`src/core/tseg_pkg.sv`:
```
// Package: register map, field positions and reset values of the software event block
package tseg_pkg;
    localparam logic [7:0]  ADDR_INTF    = 8'h10;
    localparam logic [7:0]  ADDR_SWEVG   = 8'h14;
    localparam logic [7:0]  ADDR_CTRL    = 8'h20;
    localparam logic [7:0]  ADDR_DIER    = 8'h24;
    localparam logic [7:0]  ADDR_CNT     = 8'h28;
    localparam logic [7:0]  ADDR_CAR     = 8'h2C;
    localparam logic [7:0]  ADDR_CV0     = 8'h34;
    localparam logic [7:0]  ADDR_SHAD    = 8'h44;
    localparam logic [7:0]  ADDR_OUTCTL  = 8'h48;
    localparam int          BIT_UPG      = 0;
    localparam int          BIT_CHAN0_EVENT_REQUEST     = 1;
    localparam int          BIT_COMMUTATION_REQUEST_BIT     = 5;
    localparam int          BIT_TRIGGER_REQUEST_BIT     = 6;
    localparam int          BIT_BREAK_REQUEST_BIT     = 7;
    localparam int          BIT_OF0      = 9;
    localparam int          CTRL_DIR     = 0;
    localparam int          CTRL_CAM0    = 1;
    localparam int          CTRL_COMMUTATION_SHADOW_SELECT    = 3;
    localparam int          CTRL_PRIMARY_OUTPUT_ENABLE    = 4;
    localparam int          CTRL_IN0     = 8;
    localparam logic [15:0] RST_CTRL     = 16'h0000;
    localparam logic [15:0] RST_FLAGS    = 16'h0000;
    localparam logic [15:0] FLAG_MASK    = 16'h1EFF;
    localparam logic [15:0] SWEVG_MASK   = 16'h00FF;
endpackage

```
`src/core/tseg_chan.sv`:
```
// Single capture/compare channel: software event flag, capture and over-capture
`timescale 1ns/1ns
module tseg_chan #(
    parameter int W = 16
) (
    input  wire logic         clk,
    input  wire logic         rst_n,
    input  wire logic         ce,
    input  wire logic         ev,
    input  wire logic         in_mode,
    input  wire logic         clr_if,
    input  wire logic         clr_of,
    input  wire logic         wr_cv,
    input  wire logic [W-1:0] wdata,
    input  wire logic [W-1:0] cnt,
    output logic              if_q,
    output logic              of_q,
    output logic [W-1:0]      cv_q
);
    if (W < 1) begin : gen_bad_width
        $error("tseg_chan: unsupported width");
    end

    logic         if_d;
    logic         of_d;
    logic [W-1:0] cv_d;

    always_comb begin
        if_d = if_q;
        of_d = of_q;
        cv_d = cv_q;
        if (clr_if) begin
            if_d = 1'b0;
        end
        if (clr_of) begin
            of_d = 1'b0;
        end
        if (wr_cv && !in_mode) begin
            cv_d = wdata;
        end
        // Set wins over a clear in the same cycle
        if (ev) begin
            if_d = 1'b1;
            if (in_mode) begin
                cv_d = cnt;
                if (if_q) begin
                    of_d = 1'b1;
                end
            end
        end
    end

    always_ff @(posedge clk or negedge rst_n) begin
        if (!rst_n) begin
            if_q <= 1'b0;
            of_q <= 1'b0;
            cv_q <= '0;
        end else if (ce) begin
            if_q <= if_d;
            of_q <= of_d;
            cv_q <= cv_d;
        end
    end

    a_over_capture: assert property (@(posedge clk) disable iff (!rst_n)
        ce && ev && in_mode && if_q |=> of_q)
        else $error("over-capture flag not set");
    a_capture_value: assert property (@(posedge clk) disable iff (!rst_n)
        ce && ev && in_mode |=> cv_q == $past(cnt))
        else $error("capture value wrong");
endmodule

```
`src/core/tseg_top.sv`:
```
// Software event generation for an advanced timer, APB register slave
//
// Decided for this implementation: the address map and the APB slave port.
`timescale 1ns/1ns
module tseg_top #(
    parameter int CNT_W = 16,
    parameter int PSC_W = 16
) (
    input  wire logic        CORE_CLK,
    input  wire logic        RESET_N,
    input  wire logic        CLK_EN,
    input  wire logic        PSEL,
    input  wire logic        PENABLE,
    input  wire logic        PWRITE,
    input  wire logic [7:0]  PADDR,
    input  wire logic [31:0] PWDATA,
    input  wire logic [3:0]  PSTRB,
    output logic             PREADY,
    output logic [31:0]      PRDATA,
    output logic             PSLVERR,
    output logic             IRQ,
    output logic             DMA_REQ,
    output logic             PRIMARY_OUTPUT_ENABLE,
    output logic [11:0]      CHAN_OUTPUT_CTL
);
    if (CNT_W != 16 || PSC_W < 1 || PSC_W > 16) begin : gen_bad_width
        $error("tseg_top: unsupported width");
    end

    //------------------------------------------------------------
    // Bus decode
    //------------------------------------------------------------
    logic acc;
    logic wr;
    logic [15:0] wd;
    logic lo_en;
    assign acc   = PSEL && PENABLE;
    assign wr    = acc && PWRITE;
    assign lo_en = PSTRB[0] || PSTRB[1];
    // Half-word and word writes both land in the low lanes
    assign wd    = {PSTRB[1] ? PWDATA[15:8] : 8'h00, PSTRB[0] ? PWDATA[7:0] : 8'h00};

    logic hit_swevg;
    assign hit_swevg = wr && lo_en && PADDR == tseg_pkg::ADDR_SWEVG;

    //------------------------------------------------------------
    // Request pulses
    //------------------------------------------------------------
    logic [7:0] req_q;
    logic [7:0] req_d;
    always_comb begin
        // Upper reserved bits are dropped
        req_d = hit_swevg ? (wd[7:0] & tseg_pkg::SWEVG_MASK[7:0]) : 8'h00;
    end

    logic [15:0] ctrl_q;
    logic [15:0] ctrl_d;
    logic [15:0] dier_q;
    logic [15:0] dier_d;
    logic [15:0] cnt_q;
    logic [15:0] cnt_d;
    logic [15:0] car_q;
    logic [15:0] car_d;
    logic [PSC_W-1:0] psc_q;
    logic [PSC_W-1:0] psc_d;
    logic [11:0] shad_q;
    logic [11:0] shad_d;
    logic [11:0] outc_q;
    logic [11:0] outc_d;
    logic [15:0] flag_q;
    logic [15:0] flag_d;
    logic        primary_output_enable_q;
    logic        primary_output_enable_d;
    logic [3:0]  ch_if;
    logic [3:0]  ch_of;
    logic [15:0] ch_cv [4];
    logic [3:0]  clr_if;
    logic [3:0]  clr_of;
    logic [3:0]  wr_cv;

    //------------------------------------------------------------
    // Channels
    //------------------------------------------------------------
    genvar g;
    generate
        for (g = 0; g < 4; g++) begin : gen_ch
            assign clr_if[g] = wr && lo_en && PADDR == tseg_pkg::ADDR_INTF && !wd[g+1];
            assign clr_of[g] = wr && lo_en && PADDR == tseg_pkg::ADDR_INTF
                               && !wd[tseg_pkg::BIT_OF0+g];
            assign wr_cv[g]  = wr && lo_en && PADDR == tseg_pkg::ADDR_CV0 + 8'(4*g);
            tseg_chan #(.W(16)) u_chan (
                .clk     (CORE_CLK),
                .rst_n   (RESET_N),
                .ce      (CLK_EN),
                .ev      (req_q[tseg_pkg::BIT_CHAN0_EVENT_REQUEST+g]),
                .in_mode (ctrl_q[tseg_pkg::CTRL_IN0+g]),
                .clr_if  (clr_if[g]),
                .clr_of  (clr_of[g]),
                .wr_cv   (wr_cv[g]),
                .wdata   (wd),
                .cnt     (cnt_q),
                .if_q    (ch_if[g]),
                .of_q    (ch_of[g]),
                .cv_q    (ch_cv[g])
            );
        end
    endgenerate

    //------------------------------------------------------------
    // Control, counter and flags
    //------------------------------------------------------------
    logic [15:0] cnt_tick;
    logic        cnt_down;
    assign cnt_down = ctrl_q[tseg_pkg::CTRL_DIR] && ctrl_q[2:1] == 2'h0;
    assign cnt_tick = cnt_down ? cnt_q - 16'h0001 : cnt_q + 16'h0001;

    always_comb begin
        ctrl_d = ctrl_q;
        dier_d = dier_q;
        car_d  = car_q;
        shad_d = shad_q;
        outc_d = outc_q;
        cnt_d  = cnt_tick;
        psc_d  = psc_q + PSC_W'(1);
        flag_d = flag_q;
        primary_output_enable_d = primary_output_enable_q;
        if (wr && lo_en) begin
            case (PADDR)
                tseg_pkg::ADDR_CTRL: ctrl_d = wd;
                tseg_pkg::ADDR_DIER: dier_d = wd;
                tseg_pkg::ADDR_CAR:  car_d  = wd;
                tseg_pkg::ADDR_CNT:  cnt_d  = wd;
                tseg_pkg::ADDR_SHAD: shad_d = wd[11:0];
                tseg_pkg::ADDR_INTF: flag_d = flag_q & wd;
                default: ;
            endcase
        end
        primary_output_enable_d = ctrl_d[tseg_pkg::CTRL_PRIMARY_OUTPUT_ENABLE] ? 1'b1 : primary_output_enable_q;
        if (wr && lo_en && PADDR == tseg_pkg::ADDR_CTRL) begin
            primary_output_enable_d = wd[tseg_pkg::CTRL_PRIMARY_OUTPUT_ENABLE];
        end
        ctrl_d[tseg_pkg::CTRL_PRIMARY_OUTPUT_ENABLE] = 1'b0;
        if (req_q[tseg_pkg::BIT_BREAK_REQUEST_BIT]) begin
            primary_output_enable_d = 1'b0;
            flag_d[tseg_pkg::BIT_BREAK_REQUEST_BIT] = 1'b1;
        end
        if (req_q[tseg_pkg::BIT_TRIGGER_REQUEST_BIT]) begin
            flag_d[tseg_pkg::BIT_TRIGGER_REQUEST_BIT] = 1'b1;
        end
        if (req_q[tseg_pkg::BIT_COMMUTATION_REQUEST_BIT]) begin
            // Shadow select bit is not used anywhere; software request always loads
            outc_d = shad_q;
            flag_d[tseg_pkg::BIT_COMMUTATION_REQUEST_BIT] = 1'b1;
        end
        if (req_q[tseg_pkg::BIT_UPG]) begin
            cnt_d  = cnt_down ? car_q : 16'h0000;
            psc_d  = '0;
            flag_d[tseg_pkg::BIT_UPG] = 1'b1;
        end
        flag_d = flag_d & tseg_pkg::FLAG_MASK;
        flag_d[4:1] = 4'h0;
        flag_d[12:9] = 4'h0;
    end

    logic [15:0] flags_all;
    assign flags_all = flag_q | {3'h0, ch_of, 4'h0, ch_if, 1'b0};

    logic [15:0] ctrl_rd;
    assign ctrl_rd = ctrl_q | (16'(primary_output_enable_q) << tseg_pkg::CTRL_PRIMARY_OUTPUT_ENABLE);

    logic [31:0] rd;
    always_comb begin
        case (PADDR)
            tseg_pkg::ADDR_INTF:       rd = {16'h0000, flags_all};
            tseg_pkg::ADDR_SWEVG:      rd = 32'h0000_0000;
            tseg_pkg::ADDR_CTRL:       rd = {16'h0000, ctrl_rd};
            tseg_pkg::ADDR_DIER:       rd = {16'h0000, dier_q};
            tseg_pkg::ADDR_CNT:        rd = {16'h0000, cnt_q};
            tseg_pkg::ADDR_CAR:        rd = {16'h0000, car_q};
            tseg_pkg::ADDR_CV0:        rd = {16'h0000, ch_cv[0]};
            tseg_pkg::ADDR_CV0 + 8'h4: rd = {16'h0000, ch_cv[1]};
            tseg_pkg::ADDR_CV0 + 8'h8: rd = {16'h0000, ch_cv[2]};
            tseg_pkg::ADDR_CV0 + 8'hC: rd = {16'h0000, ch_cv[3]};
            tseg_pkg::ADDR_SHAD:       rd = {20'h00000, shad_q};
            tseg_pkg::ADDR_OUTCTL:     rd = {20'h00000, outc_q};
            default:                   rd = 32'h0000_0000;
        endcase
    end

    always_ff @(posedge CORE_CLK or negedge RESET_N) begin
        if (!RESET_N) begin
            req_q   <= 8'h00;
            ctrl_q  <= tseg_pkg::RST_CTRL;
            dier_q  <= 16'h0000;
            cnt_q   <= 16'h0000;
            car_q   <= 16'hFFFF;
            psc_q   <= '0;
            shad_q  <= 12'h000;
            outc_q  <= 12'h000;
            flag_q  <= tseg_pkg::RST_FLAGS;
            primary_output_enable_q  <= 1'b0;
            PREADY  <= 1'b0;
            PRDATA  <= 32'h0000_0000;
            PSLVERR <= 1'b0;
            IRQ     <= 1'b0;
            DMA_REQ <= 1'b0;
            PRIMARY_OUTPUT_ENABLE <= 1'b0;
            CHAN_OUTPUT_CTL       <= 12'h000;
        end else if (CLK_EN) begin
            req_q   <= req_d;
            ctrl_q  <= ctrl_d;
            dier_q  <= dier_d;
            cnt_q   <= cnt_d;
            car_q   <= car_d;
            psc_q   <= psc_d;
            shad_q  <= shad_d;
            outc_q  <= outc_d;
            flag_q  <= flag_d;
            primary_output_enable_q  <= primary_output_enable_d;
            PREADY  <= PSEL && !PENABLE;
            PRDATA  <= rd;
            PSLVERR <= 1'b0;
            IRQ     <= |(flags_all[7:0] & dier_q[7:0]);
            DMA_REQ <= |(flags_all[7:0] & dier_q[15:8]);
            PRIMARY_OUTPUT_ENABLE <= primary_output_enable_q;
            CHAN_OUTPUT_CTL       <= outc_q;
        end
    end

    //------------------------------------------------------------
    // Checks
    //------------------------------------------------------------
    a_break_flag: assert property (@(posedge CORE_CLK) disable iff (!RESET_N)
        CLK_EN && req_q[7] |=> flag_q[7] && !primary_output_enable_q)
        else $error("break request not applied");
    a_break_output: assert property (@(posedge CORE_CLK) disable iff (!RESET_N)
        CLK_EN && req_q[7] ##1 CLK_EN |=> !PRIMARY_OUTPUT_ENABLE)
        else $error("output enable still high after break");
    a_trig_flag: assert property (@(posedge CORE_CLK) disable iff (!RESET_N)
        CLK_EN && req_q[6] |=> flag_q[6])
        else $error("trigger flag not set");
    a_trig_irq: assert property (@(posedge CORE_CLK) disable iff (!RESET_N)
        CLK_EN && req_q[6] && dier_q[6] ##1 CLK_EN |=> IRQ)
        else $error("trigger interrupt not raised");
    a_commut_load: assert property (@(posedge CORE_CLK) disable iff (!RESET_N)
        CLK_EN && req_q[5] |=> outc_q == $past(shad_q))
        else $error("commutation load missing");
    a_outctl_copy: assert property (@(posedge CORE_CLK) disable iff (!RESET_N)
        CLK_EN |=> CHAN_OUTPUT_CTL == $past(outc_q))
        else $error("channel output control not forwarded");
    a_upd_counter: assert property (@(posedge CORE_CLK) disable iff (!RESET_N)
        CLK_EN && req_q[0] && !cnt_down |=> cnt_q == 16'h0000 && psc_q == '0)
        else $error("update did not clear counter");
    a_upd_reload: assert property (@(posedge CORE_CLK) disable iff (!RESET_N)
        CLK_EN && req_q[0] && cnt_down |=> cnt_q == $past(car_q))
        else $error("update did not reload counter");
    a_upd_prescaler: assert property (@(posedge CORE_CLK) disable iff (!RESET_N)
        CLK_EN && req_q[0] |=> psc_q == '0)
        else $error("update did not clear prescaler");
    a_upd_flag: assert property (@(posedge CORE_CLK) disable iff (!RESET_N)
        CLK_EN && req_q[0] |=> flag_q[0])
        else $error("update flag not set");
    a_req_pulse: assert property (@(posedge CORE_CLK) disable iff (!RESET_N)
        CLK_EN && hit_swevg && wd[7:0] != 8'h00 ##1 CLK_EN
            |-> req_q != 8'h00 ##1 req_q == 8'h00)
        else $error("request not single pulse");
    // Half-word and word writes must request the same bits
    a_req_capture: assert property (@(posedge CORE_CLK) disable iff (!RESET_N)
        CLK_EN && hit_swevg && PSTRB[0] |=> req_q == 8'($past(PWDATA)))
        else $error("request bits not taken from write data");
    a_swevg_read: assert property (@(posedge CORE_CLK) disable iff (!RESET_N)
        CLK_EN && PSEL && !PENABLE && PADDR == tseg_pkg::ADDR_SWEVG |=> PRDATA == 32'h0000_0000)
        else $error("event register read not zero");
    a_chan_flag: assert property (@(posedge CORE_CLK) disable iff (!RESET_N)
        CLK_EN && |req_q[4:1] |=> (ch_if & $past(req_q[4:1])) == $past(req_q[4:1]))
        else $error("channel flag not set");
    a_ready_setup: assert property (@(posedge CORE_CLK) disable iff (!RESET_N)
        CLK_EN && PSEL && !PENABLE |=> PREADY)
        else $error("ready missing after setup");
    // Counter, flags and PREADY stand in for every group held by the enable
    a_clk_freeze: assert property (@(posedge CORE_CLK) disable iff (!RESET_N)
        !CLK_EN |=> $stable(cnt_q) && $stable(flag_q) && $stable(PREADY))
        else $error("state moved while clock enable low");

    //------------------------------------------------------------
    // Cover points
    //------------------------------------------------------------
    c_break: cover property (@(posedge CORE_CLK) req_q[7]);
    c_commut: cover property (@(posedge CORE_CLK) req_q[5]);
    c_capture: cover property (@(posedge CORE_CLK) |(req_q[4:1] & ctrl_q[11:8]));
    c_update_down: cover property (@(posedge CORE_CLK) req_q[0] && cnt_down);
    c_over_cap: cover property (@(posedge CORE_CLK) |ch_of);
endmodule

```
`config.mk`:
```
export PLATFORM = sky130hd
export DESIGN_NAME = tseg_top
export DESIGN_NICKNAME = d
export VERILOG_FILES = /design/src/core/tseg_pkg.sv /design/src/core/tseg_chan.sv /design/src/core/tseg_top.sv
export SDC_FILE = /design/constraint.sdc
export NUM_CORES = 1
export LEC_CHECK = 0
export BUFFER_PORTS_ARGS = -buffer_cell sky130_fd_sc_hd__clkbuf_2
export CAP_MARGIN = 20
export CELL_PAD_IN_SITES_DETAIL_PLACEMENT = 1
export CELL_PAD_IN_SITES_GLOBAL_PLACEMENT = 1
export CORE_ASPECT_RATIO = 0.9
export CORE_MARGIN = 2
export CORE_UTILIZATION = 43
export CTS_BUF_LIST = sky130_fd_sc_hd__clkbuf_4 sky130_fd_sc_hd__clkbuf_8 sky130_fd_sc_hd__clkbuf_16
export CTS_CLUSTER_DIAMETER = 120
export CTS_CLUSTER_SIZE = 28
export DETAILED_ROUTE_END_ITERATION = 10
export PLACE_DENSITY = 0.8
export RECOVER_POWER = 100
export SLEW_MARGIN = 20
export SYNTH_ARGS = -nofsm -noshare
export SYNTH_HDL_FRONTEND = slang
export SYNTH_SLANG_ARGS = --single-unit
```
`constraint.sdc`:
```
create_clock -name CORE_CLK -period 3.5 [get_ports CORE_CLK]
set_input_delay 0.7 -clock CORE_CLK [delete_from_list [all_inputs] [get_ports CORE_CLK]]
set_output_delay 0.7 -clock CORE_CLK [all_outputs]
set_load 0.05 [all_outputs]
```
==> impl_metrics.py <==
metrics = {
    "sta": {
        "finalHoldViolations": 0,
        "tns_ps": 0,
        "fin_crit_sh_pct": 91.6,
        "slew_headroom_pct": -45.4,
        "finClkSkew_ps": 31.5,
        "timing.fmax_ghz": 0.312,
        "finalSetupViolCount": 0,
        "rsz0062_at_grt": "false",
        "slew_violations": 135,
        "max_slew.worst_pin.slew_ps": 2180,
        "finalCriticalPeriod_ps": 3200,
    },
    "pwr": {
        "ir_drop_uv": 241,
        "powerDensity_nw_per_um2": 426,
        "power_frac_clock_pct": 30.1,
        "p_sw_mw": 1.62,
        "p_leak_nw": 4.71,
        "swShare_pct": 32.6,
        "p_int_mw": 3.35,
        "p_seq_share_pct": 55.3,
        "p_total_mw": 4.97,
        "power_frac_comb_pct": 14.6,
    },
    "route": {
        "top_layer": "met4",
        "vias": 9938,
        "postRouteAntennaNets": 0,
        "wl_per_cell_um": 28.8,
        "dr_wl_met3_mm": 4.58,
        "wl_mm": 42.2,
        "dr.pass1.iters": 6,
        "wl_met1_mm": 17.6,
        "drt_iter0_markers": 1065,
        "viasPerCell": 6.77,
        "drcViolationCount": 0,
        "met2WireLength_mm": 18.5,
    },
    "run_status": {
        "violations": "capacitance limit, slew limit",
        "status": "finished with violations",
    },
    "global_route": {
        "grt_pass1_vias": 9995,
        "grt_pass1_wl_mm": 63.3,
        "antenna_found_initial": 1,
        "grt_overflow_total": 0,
        "grt_use_total_pct": 31.8,
        "grt_start_max_net_pins": 75,
    },
    "setup_path": {
        "critPathKind": "in2reg",
        "timing.rr.start": "ctrl_q[1]$_DFFE_PN0P_",
        "reg2regPathDepth": 9,
        "reg2reg_to": "cnt_q[10]$_DFFE_PN0P_",
        "ff2ff_setup_slack_ps": 740,
        "worstPathMaxFanout": 14,
        "cp.required_ps": 3890,
        "crit_arrival_ps": 3590,
        "endpoint_kind": "flop",
        "critPathLaunchType": "input pin",
    },
    "die": {
        "die_w_um": 172,
        "die_y_um": 155,
        "rows": 55,
        "die-area_sq_um": 26600,
        "start_util_pct": 43.5,
        "coreArea_sq_um": 25000,
        "io_pins": 99,
    },
    "placed_design": {
        "place_congestion": 0.947,
        "io_buffers": 63,
        "hpwl_mm": 30.0,
    },
    "clock_network": {
        "cts.sinks": 204,
        "hold_buffers": 0,
        "cts_htree_levels": 1,
        "numCtsBuffers": 11,
        "clockRootBuffer": "clkbuf_16",
        "clock_latency_ps": 490,
        "cts_buffer_depth": 3,
        "clkSlewWorstSetupHoldPaths_ps": 120,
        "postCtsSetupBuffers": 0,
        "cts_tree": "built",
        "cts-resized-gates": 0,
    },
    "yosys": {
        "synth_flop_cell": "dfrtp_1",
        "syn_inst": 1091,
        "netlist_area_sq_um": 10900,
        "ys_seq_area_share_pct": 47.1,
        "ys_ff_latch": 204,
        "synthArstFlopShare_pct": 100,
        "yosysWarnings": 0,
        "synth_area_per_cell_sq_um": 9.97,
        "synth-edff-count": 0,
        "ys_types": 75,
    },
    "min_path": {
        "hold_class": "reg2reg",
        "min_to": "primary_output_enable_q$_DFFE_PN0P_",
        "hold_start": "req_q[7]$_DFFE_PN0P_",
        "hold-path-cell-count": 1,
    },
    "cells_and_area": {
        "n_antenna_cell": 0,
        "layout-drive-gt1-share_pct": 14.8,
        "fillerInstances": 2840,
        "nets": 1172,
        "synthToLayoutAreaGrowth_pct": 7.20,
    },
    "flow_run": {
        "cap_violations": 2,
    },
}
-- area by class of cell --
cell class                 instances  area, sq um  area share [%]
clock buffer                      16          313            2.68
clock inverter                     1         20.0           0.172
inverter                          13         48.8           0.419
multi-input combinational        776         5080            43.6
sequential                       204         5120            44.0
tap                              342          428            3.67
timing repair buffer             115          644            5.53
-- metrics by stage --
step,setup slack (ps),hold WS [ps],cells,util (%),instance area [sq um]
2_1_floorplan,792,404,1107,-,10900
3_3_place_gp,236,432,1450,46.3,11600
3_5_place_dp,294,445,1450,46.3,11600
4_1_cts,761,247,1467,47.7,11900
5_1_grt,269,474,1467,46.7,11700
6_report,296,453,1467,46.7,11700
-- placed cells by master, fill, tap and decap left out, drive strengths merged, types with 4 or more instances in the layout --
cell     netlist  final
a211oi         7      7
a21oi         34     34
a221oi         7      7
a222oi        15     15
a22o          10     10
a22oi         28     28
a2bb2oi       67     67
a31oi          8      8
a32o           4      4
a32oi          4      4
and2          19     19
and3           4      4
buf           46     32
clkbuf        68     99
conb           1     17
dfrtp        188    188
dfstp         16     16
inv           13     14
mux2          30     30
mux2i         12     12
nand2        135    135
nand2b         4      4
nand3         23     23
nand3b         4      4
nand4          8      8
nor2          42     42
nor3          24     24
nor4           7      7
nor4b          4      4
o21ai         95     95
o221ai         4      4
o22ai         88     88
o2bb2ai       18     18
or3            6      6
or4            4      4
xnor2          5      5
-- power groups by stage --
stage | registers, mW | clock network [mW] | logic, mW
CTS | 2.73 | 1.50 | 0.726
global placement | 2.76 | 0 | 0.704
floorplan | 2.59 | 0 | 0.567
global route | 2.76 | 1.56 | 0.778
finish | 2.75 | 1.50 | 0.728
detailed placement | 2.77 | 0 | 0.724
-- worst max-delay path by stage --
stage	startpoint	endpoint	slack, ps	cells past startpoint
detailed placement	PADDR[4]	PRDATA[11]$_DFFE_PN0P_	290	9
finish	PADDR[1]	gen_ch[3].u_chan.cv_q[5]$_DFFE_PN0P_	300	9
global placement	PADDR[4]	PRDATA[11]$_DFFE_PN0P_	240	9
CTS	ctrl_q[1]$_DFFE_PN0P_	cnt_q[10]$_DFFE_PN0P_	760	9
global route	PADDR[2]	gen_ch[2].u_chan.cv_q[13]$_DFFE_PN0P_	270	7
floorplan	ctrl_q[1]$_DFFE_PN0P_	cnt_q[14]$_DFFE_PN0P_	790	10
-- synthesized netlist by cell type, drive strengths merged (4+ instances only) --
cell type / number / area (sq um)
a22oi: 28 / 210
clkbuf: 68 / 255
a22o: 10 / 87.6
o221ai: 4 / 35.0
or4: 4 / 30.0
mux2i: 12 / 120
a31oi: 8 / 50.1
or3: 6 / 37.5
nand4: 8 / 50.1
and2: 19 / 119
nand3: 23 / 120
a222oi: 15 / 150
a32o: 4 / 40.0
nor4: 7 / 50.1
mux2: 30 / 338
xnor2: 5 / 43.8
nand3b: 4 / 42.5
o2bb2ai: 18 / 158
a21oi: 34 / 215
a211oi: 7 / 52.6
o22ai: 88 / 551
dfstp: 16 / 420
nand2b: 4 / 25.0
and3: 4 / 25.0
nor3: 24 / 130
inv: 13 / 48.8
a2bb2oi: 67 / 774
buf: 46 / 317
nor2: 42 / 165
o21ai: 95 / 475
dfrtp: 188 / 4700
a32oi: 4 / 35.0
nand2: 135 / 512
nor4b: 4 / 77.6
a221oi: 7 / 61.3
-- critical path, cell delays in order --
cell and delay, ps:
clkbuf_1 180, nor2_1 280, buf_4 220, nand2_1 360
nor2_1 680, nand3b_2 190, a21oi_1 300, clkbuf_2 460
a2bb2oi_1 210
-- per-layer routing --
metal / global-route usage (%) / up-vias
met4: 10.8 / 0
met3: 7.66 / 112
met5: 0 / -
met2: 47.7 / 565
met1: 45.0 / 5084
li1: - / 4177
-- cells by family (layout without fill, tap and decap cells) --
family	count (synthesis)	count (layout)	share of synthesized area [%]
mux	42	42	4.21
xor+xnor	5	5	0.403
buf+inv	127	145	5.71
compound gates	418	418	28.9
simple gates	293	293	13.5
other cells	1	17	0.0345
fa+ha+maj	1	1	0.115
flops	204	204	47.1
-- flip-flops by register name (all words and copies together), names as in the netlist --
name,flops
gen_ch.u_chan.cv_q,64
PRDATA,16
car_q,16
cnt_q,16
dier_q,16
ctrl_q,15
CHAN_OUTPUT_CTL,12
outc_q,12
shad_q,12
req_q,8
flag_q,4
gen_ch.u_chan.if_q,4
gen_ch.u_chan.of_q,4
DMA_REQ,1
IRQ,1
PREADY,1
PRIMARY_OUTPUT_ENABLE,1
primary_output_enable_q,1
No activity file was read; power rests on OpenSTA's default activity.
